File: src/t1l_defines.svh
`ifndef T1L_DEFINES_SVH
`define T1L_DEFINES_SVH

// ----------------------------------------------------------------
// Register indices (byte address is four times the index)
// ----------------------------------------------------------------
`define T1L_IDX_CTL_TWO 16'h0f02
`define T1L_IDX_CTL_THREE 16'h0f03
`define T1L_IDX_STATUS 16'h0f05
`define T1L_ADDR_W 16

// ----------------------------------------------------------------
// Field positions and reset values
// ----------------------------------------------------------------
`define T1L_DRIVER_ENABLE_PIN_BIT 3
`define T1L_LOOP_MSB 2
`define T1L_LOOP_LSB 0
`define T1L_NLCDE_MSB 7
`define T1L_NLCDE_LSB 6
`define T1L_FLAG_BIT 3
`define T1L_CTL_TWO_RST 4'h0
`define T1L_CTL_THREE_RST 2'h0

// ----------------------------------------------------------------
// Loop-back and detection encodings
// ----------------------------------------------------------------
`define T1L_LOOP_DUAL 3'h4
`define T1L_LOOP_ANALOG 3'h5
`define T1L_LOOP_REMOTE 3'h6
`define T1L_LOOP_DIGITAL 3'h7
`define T1L_DET_OFF 2'h0
`define T1L_DET_UP 2'h1
`define T1L_DET_DOWN 2'h2
`define T1L_DET_AUTO 2'h3

// ----------------------------------------------------------------
// Loop codes and sustain time
// ----------------------------------------------------------------
`define T1L_UP_PERIOD 5
`define T1L_DOWN_PERIOD 3
`define T1L_DETECT_TIME_S 5
`define T1L_LINE_RATE_BPS 1544000

`endif

File: src/t1l_pkg.sv
package t1l_pkg;
    typedef enum logic [4:0] {
        T1L_ST_OFF = 5'h01,
        T1L_ST_UP = 5'h02,
        T1L_ST_DOWN = 5'h04,
        T1L_ST_AUTO_UP = 5'h08,
        T1L_ST_AUTO_LOOP = 5'h10
    } t1l_det_state_t;
endpackage : t1l_pkg

File: src/t1l_sync2.sv
module t1l_sync2 #(
    parameter int W = 1
) (
    input wire logic mclk,
    input wire logic sys_rst,
    input wire logic ce,
    input wire logic [W-1:0] async_in,
    output logic [W-1:0] sync_out
);
    logic [W-1:0] meta_q;

    always_ff @(posedge mclk or posedge sys_rst) begin
        if (sys_rst) begin
            meta_q <= '0;
            sync_out <= '0;
        end else if (ce) begin
            meta_q <= async_in;
            sync_out <= meta_q;
        end
    end
endmodule : t1l_sync2

File: src/t1l_line_ctrl.sv
// Design decision made here: the APB slave port.
`include "t1l_defines.svh"

module t1l_line_ctrl import t1l_pkg::*; #(
    parameter int DETECT_BITS = `T1L_DETECT_TIME_S * `T1L_LINE_RATE_BPS,
    parameter int CNT_W = 23
) (
    input wire logic mclk,
    input wire logic sys_rst,
    input wire logic ce,
    input wire logic psel,
    input wire logic penable,
    input wire logic pwrite,
    input wire logic [31:0] paddr,
    input wire logic [31:0] pwdata,
    output logic [31:0] prdata,
    output logic pready,
    output logic pslverr,
    input wire logic driver_enable_pin,
    input wire logic rx_line_data,
    input wire logic rx_line_clk,
    input wire logic tx_data,
    input wire logic tx_bit_stb,
    output logic line_tx_positive,
    output logic line_tx_positive_oe_n,
    output logic line_tx_negative,
    output logic line_tx_negative_oe_n,
    output logic rx_data,
    output logic rx_bit_stb,
    output logic loop_code_detected_flag
);
    // ----------------------------------------------------------------
    // Pin synchronisers
    // ----------------------------------------------------------------
    logic [2:0] pin_sync;
    logic pin_en_s;
    logic rx_d_s;
    logic rx_c_s;
    logic rx_c_prev_q;
    logic rx_stb;

    t1l_sync2 #(.W(3)) u_sync (
        .mclk(mclk),
        .sys_rst(sys_rst),
        .ce(ce),
        .async_in({driver_enable_pin, rx_line_data, rx_line_clk}),
        .sync_out(pin_sync)
    );
    assign pin_en_s = pin_sync[2];
    assign rx_d_s = pin_sync[1];
    assign rx_c_s = pin_sync[0];
    assign rx_stb = rx_c_s & ~rx_c_prev_q;

    // ----------------------------------------------------------------
    // APB register file
    // ----------------------------------------------------------------
    logic [3:0] ctl2_q;
    logic [1:0] nlcde_q;
    logic flag_q;
    logic [`T1L_ADDR_W-1:0] idx;
    logic hit_two;
    logic hit_three;
    logic hit_stat;
    logic mapped;
    logic wr_acc;
    logic [31:0] rd_mux;
    logic flag_clr;
    logic flag_set;

    assign idx = paddr[`T1L_ADDR_W+1:2];
    assign hit_two = (idx == `T1L_IDX_CTL_TWO);
    assign hit_three = (idx == `T1L_IDX_CTL_THREE);
    assign hit_stat = (idx == `T1L_IDX_STATUS);
    assign mapped = (paddr[1:0] == 2'h0) && (hit_two || hit_three || hit_stat)
        && (paddr[31:`T1L_ADDR_W+2] == '0);
    assign wr_acc = ce && psel && penable && pwrite && mapped;
    assign pready = 1'b1;
    assign pslverr = psel && penable && !mapped;
    assign prdata = rd_mux;
    // Status flag is write-one-to-clear
    assign flag_clr = wr_acc && hit_stat && pwdata[`T1L_FLAG_BIT];

    logic [31:0] rd_d;
    logic [31:0] rd_q;
    assign rd_d = !mapped ? 32'h0 :
        hit_two ? {28'h0, ctl2_q} :
        hit_three ? {24'h0, nlcde_q, 6'h0} :
        {28'h0, flag_q, 3'h0};
    assign rd_mux = rd_q;

    always_ff @(posedge mclk or posedge sys_rst) begin
        if (sys_rst) begin
            ctl2_q <= `T1L_CTL_TWO_RST;
            nlcde_q <= `T1L_CTL_THREE_RST;
            rd_q <= 32'h0;
        end else if (ce) begin
            if (psel && !penable) begin
                rd_q <= rd_d;
            end
            if (wr_acc && hit_two) begin
                ctl2_q <= pwdata[3:0];
            end
            if (wr_acc && hit_three) begin
                nlcde_q <= pwdata[`T1L_NLCDE_MSB:`T1L_NLCDE_LSB];
            end
        end
    end

    // ----------------------------------------------------------------
    // Loop-code detection
    // ----------------------------------------------------------------
    t1l_det_state_t st_q;
    t1l_det_state_t st_d;
    logic [4:0] hist_q;
    logic [CNT_W-1:0] cnt_q;
    logic [4:0] win5;
    logic [2:0] win3;
    logic up_ok;
    logic down_ok;
    logic want_down;
    logic bit_ok;
    logic hit;
    logic armed;

    assign win5 = {hist_q[3:0], rx_d_s};
    assign win3 = {hist_q[1:0], rx_d_s};
    // Periodic with one mark per period picks out every phase of the code
    assign up_ok = (rx_d_s == hist_q[`T1L_UP_PERIOD-1]) && ($countones(win5) == 1);
    assign down_ok = (rx_d_s == hist_q[`T1L_DOWN_PERIOD-1]) && ($countones(win3) == 1);
    assign want_down = (st_q == T1L_ST_DOWN) || (st_q == T1L_ST_AUTO_LOOP);
    assign bit_ok = want_down ? down_ok : up_ok;
    assign armed = (st_q != T1L_ST_OFF);
    assign hit = armed && rx_stb && bit_ok && (cnt_q == CNT_W'(DETECT_BITS - 1));
    assign flag_set = hit && (st_q != T1L_ST_AUTO_LOOP);

    always_comb begin
        st_d = st_q;
        case (nlcde_q)
            `T1L_DET_OFF: st_d = T1L_ST_OFF;
            `T1L_DET_UP: st_d = T1L_ST_UP;
            `T1L_DET_DOWN: st_d = T1L_ST_DOWN;
            default: begin
                case (st_q)
                    T1L_ST_AUTO_UP: st_d = hit ? T1L_ST_AUTO_LOOP : T1L_ST_AUTO_UP;
                    T1L_ST_AUTO_LOOP: st_d = hit ? T1L_ST_AUTO_UP : T1L_ST_AUTO_LOOP;
                    default: st_d = T1L_ST_AUTO_UP;
                endcase
            end
        endcase
    end

    always_ff @(posedge mclk or posedge sys_rst) begin
        if (sys_rst) begin
            st_q <= T1L_ST_OFF;
            hist_q <= 5'h00;
            cnt_q <= '0;
            rx_c_prev_q <= 1'b0;
            flag_q <= 1'b0;
        end else if (ce) begin
            rx_c_prev_q <= rx_c_s;
            st_q <= st_d;
            if (rx_stb) begin
                hist_q <= win5;
            end
            // Count restarts whenever the watched code changes
            if (st_d != st_q || !armed) begin
                cnt_q <= '0;
            end else if (rx_stb) begin
                if (!bit_ok || hit) begin
                    cnt_q <= '0;
                end else begin
                    cnt_q <= cnt_q + CNT_W'(1);
                end
            end
            // Set wins over a clear in the same cycle
            if (flag_set) begin
                flag_q <= 1'b1;
            end else if (flag_clr) begin
                flag_q <= 1'b0;
            end
        end
    end
    assign loop_code_detected_flag = flag_q;

    // ----------------------------------------------------------------
    // Retimed control and loop-back data path
    // ----------------------------------------------------------------
    logic drv_en_q;
    logic [2:0] loop_q;
    logic [2:0] mode;
    logic remote;
    logic digital;
    logic analog;
    logic src_bit;
    logic src_stb;
    logic pos_q;
    logic neg_q;
    logic alt_q;
    logic rx_q;
    logic rx_stb_q;

    // Auto loop-back overrides the select field from loop-up detection until the loop-down code is detected
    assign mode = (st_q == T1L_ST_AUTO_LOOP) ? `T1L_LOOP_REMOTE : loop_q;
    assign remote = (mode == `T1L_LOOP_REMOTE) || (mode == `T1L_LOOP_DUAL);
    assign digital = (mode == `T1L_LOOP_DIGITAL) || (mode == `T1L_LOOP_DUAL);
    assign analog = (mode == `T1L_LOOP_ANALOG);
    assign src_bit = remote ? rx_d_s : tx_data;
    assign src_stb = remote ? rx_stb : tx_bit_stb;

    always_ff @(posedge mclk or posedge sys_rst) begin
        if (sys_rst) begin
            drv_en_q <= 1'b0;
            loop_q <= 3'h0;
            pos_q <= 1'b0;
            neg_q <= 1'b0;
            alt_q <= 1'b0;
            rx_q <= 1'b0;
            rx_stb_q <= 1'b0;
        end else if (ce) begin
            drv_en_q <= ctl2_q[`T1L_DRIVER_ENABLE_PIN_BIT] && pin_en_s;
            loop_q <= ctl2_q[`T1L_LOOP_MSB:`T1L_LOOP_LSB];
            // Alternate mark inversion on the line pair
            if (src_stb) begin
                pos_q <= src_bit && !alt_q;
                neg_q <= src_bit && alt_q;
                alt_q <= alt_q ^ src_bit;
            end
            rx_stb_q <= digital ? tx_bit_stb : analog ? src_stb : rx_stb;
            rx_q <= digital ? tx_data : analog ? src_bit : rx_d_s;
        end
    end

    assign line_tx_positive = pos_q;
    assign line_tx_negative = neg_q;
    assign line_tx_positive_oe_n = !drv_en_q;
    assign line_tx_negative_oe_n = !drv_en_q;
    assign rx_data = rx_q;
    assign rx_bit_stb = rx_stb_q;
endmodule : t1l_line_ctrl

File: config.mk
export PLATFORM = sky130hd
export DESIGN_NAME = t1l_line_ctrl
export DESIGN_NICKNAME = d
export VERILOG_FILES = /design/src/t1l_pkg.sv /design/src/t1l_sync2.sv /design/src/t1l_line_ctrl.sv
export VERILOG_INCLUDE_DIRS = /design/src
export SDC_FILE = /design/constraint.sdc
export NUM_CORES = 1
export LEC_CHECK = 0
export ABC_CLOCK_PERIOD_IN_PS = 4110
export BUFFER_PORTS_ARGS = -buffer_cell sky130_fd_sc_hd__buf_2
export CAP_MARGIN = 20
export CORE_MARGIN = 3
export CORE_UTILIZATION = 50
export CTS_CLUSTER_DIAMETER = 200
export DETAILED_ROUTE_END_ITERATION = 10
export HOLD_SLACK_MARGIN = 0.15
export PLACE_DENSITY = 0.85
export SLEW_MARGIN = 20
export SYNTH_ARGS = -nofsm -noshare
export SYNTH_HDL_FRONTEND = slang
export SYNTH_SLANG_ARGS = --single-unit
File: constraint.sdc
create_clock -name mclk -period 4.11 [get_ports mclk]
set_input_delay 0.6165 -clock mclk [delete_from_list [all_inputs] [get_ports mclk]]
set_output_delay 0.6165 -clock mclk [all_outputs]
set_load 0.05 [all_outputs]
==> impl_results.md <==
* Min-Delay Path Class: in -> async
* 1st-iter DRT viols at between 200 and 250
* Average cell area after synthesis at 9.51 µm²
* Drt drc at 0
* Worst skew pair latency at 0.34 ns
* Static leakage at 1.92 nW
* Port bufs at 62
* Tcrit/Tclk final at 93.2%
* Num rows at 31
* Critical Path, Cell by Cell: ha_1, inv_1, fa_1, inv_1, ha_1, fa_1, nor2_1, nand3_1, mux2_2, nor4b_2, or2_1, or3_1, o221ai_1
* Max_slew headroom at 53.3%
* Slew Limit Fails at 0
* Max-cap violation count at 0
* Seq/Total Area, Yosys at 40.8%
* Vias in the first global route at 3,109
* Non-filler cells in the finished layout at 566
* Status: finished, final reports clean
* H-tree Lvls at 3
* Crit Path Max Fanout at 12
* Most frequent cells in the layout: buf_2, dfrtp_1, nand2_1, o21ai_0, conb_1
* Cell Int Power at about 1.1 mW
* Arrival @ worst endpoint at 4.03 ns
* Worst Setup Start Kind: flip-flop
* Combinational power share at 27.5%
* Yosys warns at 0
* Detailed-router iteration count before antenna repair at 5
* Final Core Density at roughly 59%
* Main flop type after synthesis: dfrtp_1
* #FFs+latches synth at 62
* Net Sw Frac at between 30% and 40%
* DRT antenna net count at 0
* RSZ-0062 raised after global routing: false
* WP depth at 13
* Sequential share of power at 40.1%
* GP Congestion at 0.932
* Cells after synthesis at 400
* Wire length per cell at 15.2 µm
* Antenna violations before repair at 0
* CTS sink cnt at 62
* Switch Pwr at between 0.5 and 0.6 mW
* Chip width at approximately 93 µm
* Initial Util at 51.9%
* Most common cell after layout, fill and taps aside: buf_2
* Worst Path Buf+Inv at 2
* Setup repair bufs after CTS at 0
* Vias per cell at 5.78
* Slew at the pin closest to its max-slew limit at 0.700 ns
* Async SR Flop Fraction at 100%
* First-pass GRT wire length at 14.5 mm
* Slowest library cell on the worst path: fa_1
* Sum Neg Setup Slack at 0 ns
* Mapped Area at roughly 3800 µm²
* Clock Path Buffers at 2
* Clock transition at path regs at 0.07 ns
* Final min period at between 3 and 4 ns
* Cell Pwr Density at between 300 and 400 nW/µm²
* Largest stage delay, worst path at 0.48 ns
* Area delta synth->final at 13.4%
* Via count at between 3,000 and 4,000
* Dpl cell area at 4100 µm²
* Ant diodes at 0
* Core area at 7330 µm²
* Total design power at approximately 1.7 mW
* Dpl cells at 550
* Clock share of power at 32.4%
* Routed wire length at 8.60 mm
* Root Buffer Master: clkbuf_8
* CTS Buf Count at 9
* Critical path required time at 4.31 ns
* Max frequency at 261 MHz
* Peak VDD IR at 199 µV
* Setup ws final at 0.280 ns
* Final Hold Fails at 0
* CTS tree: done
* HPWL after DPL at 6.16 mm
* DIE AREA at 8690 µm²
* Endpoint class of the critical path: flip-flop
* CP top delay family: adder cells
* Die Ht at between 90 and 100 µm
* Fin nets at 547
* Worst R2R Path Depth at 13
* Hold WS at approximately 0.3 ns
* Dpl ws at -0.160 ns
* Final non-filler cell area at 4310 µm²
* Unique masters post-synth at 61
* Setup violators final at 0
* Setup CP Type: reg -> reg
* Clk_skew at 0.0107 ns
* Layout cells sized above 1 at a little over a quarter
* I/O Pins at 116
* Total Routing Usage GR at 20.6%
* Total gr overflow at 0
* Largest net degree at the start of global routing at 39
* Post-synth EDFFs at 0
## metal layers
layer,vias to the layer above,wire [µm],part of all wire (%),GRT usage (%)
met4,0,112,1.3,6.96
li1,1539,-,-,-
met5,-,0,0,0
met1,1585,3570,42,26.1
met3,14,518,6.0,4.26
met2,134,4390,51,35.0
## cell families (layout without fill, tap and decap cells)
| kind of cell | after synthesis | after routing | synth area share [%] |
|---|---|---|---|
| buffers and inverters | 57 | 99 | 8.59 |
| adder cells (fa/ha/maj) | 10 | 10 | 3.88 |
| multiplexers | 22 | 22 | 6.38 |
| AND/OR/NAND/NOR | 162 | 162 | 24.2 |
| AO/OA/AOI/OAI | 81 | 81 | 15.0 |
| flip-flops | 62 | 62 | 40.8 |
| other | 2 | 27 | 0.198 |
| XOR/XNOR | 4 | 4 | 0.922 |
## what timing repair did
item | in CTS | in global routing
endpoints found under the setup margin | 9 | 10
pin swaps | 0 | 0
resized for setup | 1 | 2
hold buffers | 0 | 0
cloned | 0 | 0
## power by group through the flow
stage               Sequential, mW  Combinational (mW)  Clock, mW
floorplan                    0.715               0.330          0
global route                 0.689               0.523      0.583
global placement             0.693               0.435          0
finish                       0.684               0.469      0.553
detailed placement           0.696               0.458          0
CTS                          0.684               0.466      0.553
## worst paths after layout
check	end	slack [ns]	from
max	cnt_q[18]	0.28	hist_q[0]
min	u_sync.sync_out[0]	0.31	sys_rst
max reg2reg	cnt_q[18]	0.28	hist_q[0]
min reg2reg	prdata[3]	0.49	prdata[3]
max in group asynchronous	st_q[0]	2.89	sys_rst
min in group mclk	prdata[3]	0.49	prdata[3]
## worst register-to-register path: cells and delay by family, from the launching register on
family                     cells  cell delay [ns]
adders and majority gates      4             1.40
DFF                            1             0.40
muxes                          1             0.32
and+or+nand+nor                5             1.28
AOI/OAI and AO/OA              1             0.20
buffers and inverters          2             0.10
## synthesized netlist by cell type (all sizes together) (4+ instances only)
cell     n  share of area (%)
nor2    22                2.2
and4     4               0.92
o21ai   34                4.5
mux2i    4                1.1
nor4     9                2.4
dfrtp   61                 40
nor3    10                1.3
nand3b   4               0.79
inv     17                1.7
buf     34                6.3
nand4    9                1.5
mux2    18                5.3
a221o    6                1.6
or4      4               0.99
nand3   15                2.2
nand2   43                4.2
or2     16                2.6
a21oi    4               0.53
or3     10                1.6
ha       7                2.3
a22o     6                1.4
clkbuf   6               0.59
o221ai  10                2.3
nor2b    4               0.66
## registers in the layout (all words and copies together), names as in the netlist, 2 cells and up
signal and flops:
cnt_q 23, ctl2_q 4, hist_q 5, loop_q 3, nlcde_q 2, prdata 6, st_q 5, u_sync.meta_q 3
u_sync.sync_out 3
## cell type report
class,instances,area [µm²]
fillers,611,3020
well taps,99,124
inverters,17,63.8
clock inverters,3,42.5
flip-flops and latches,62,1550
repair buffers,66,340
clock buffers,13,159
multi-input cells,306,2030
Power figures use the tool's default switching activity.
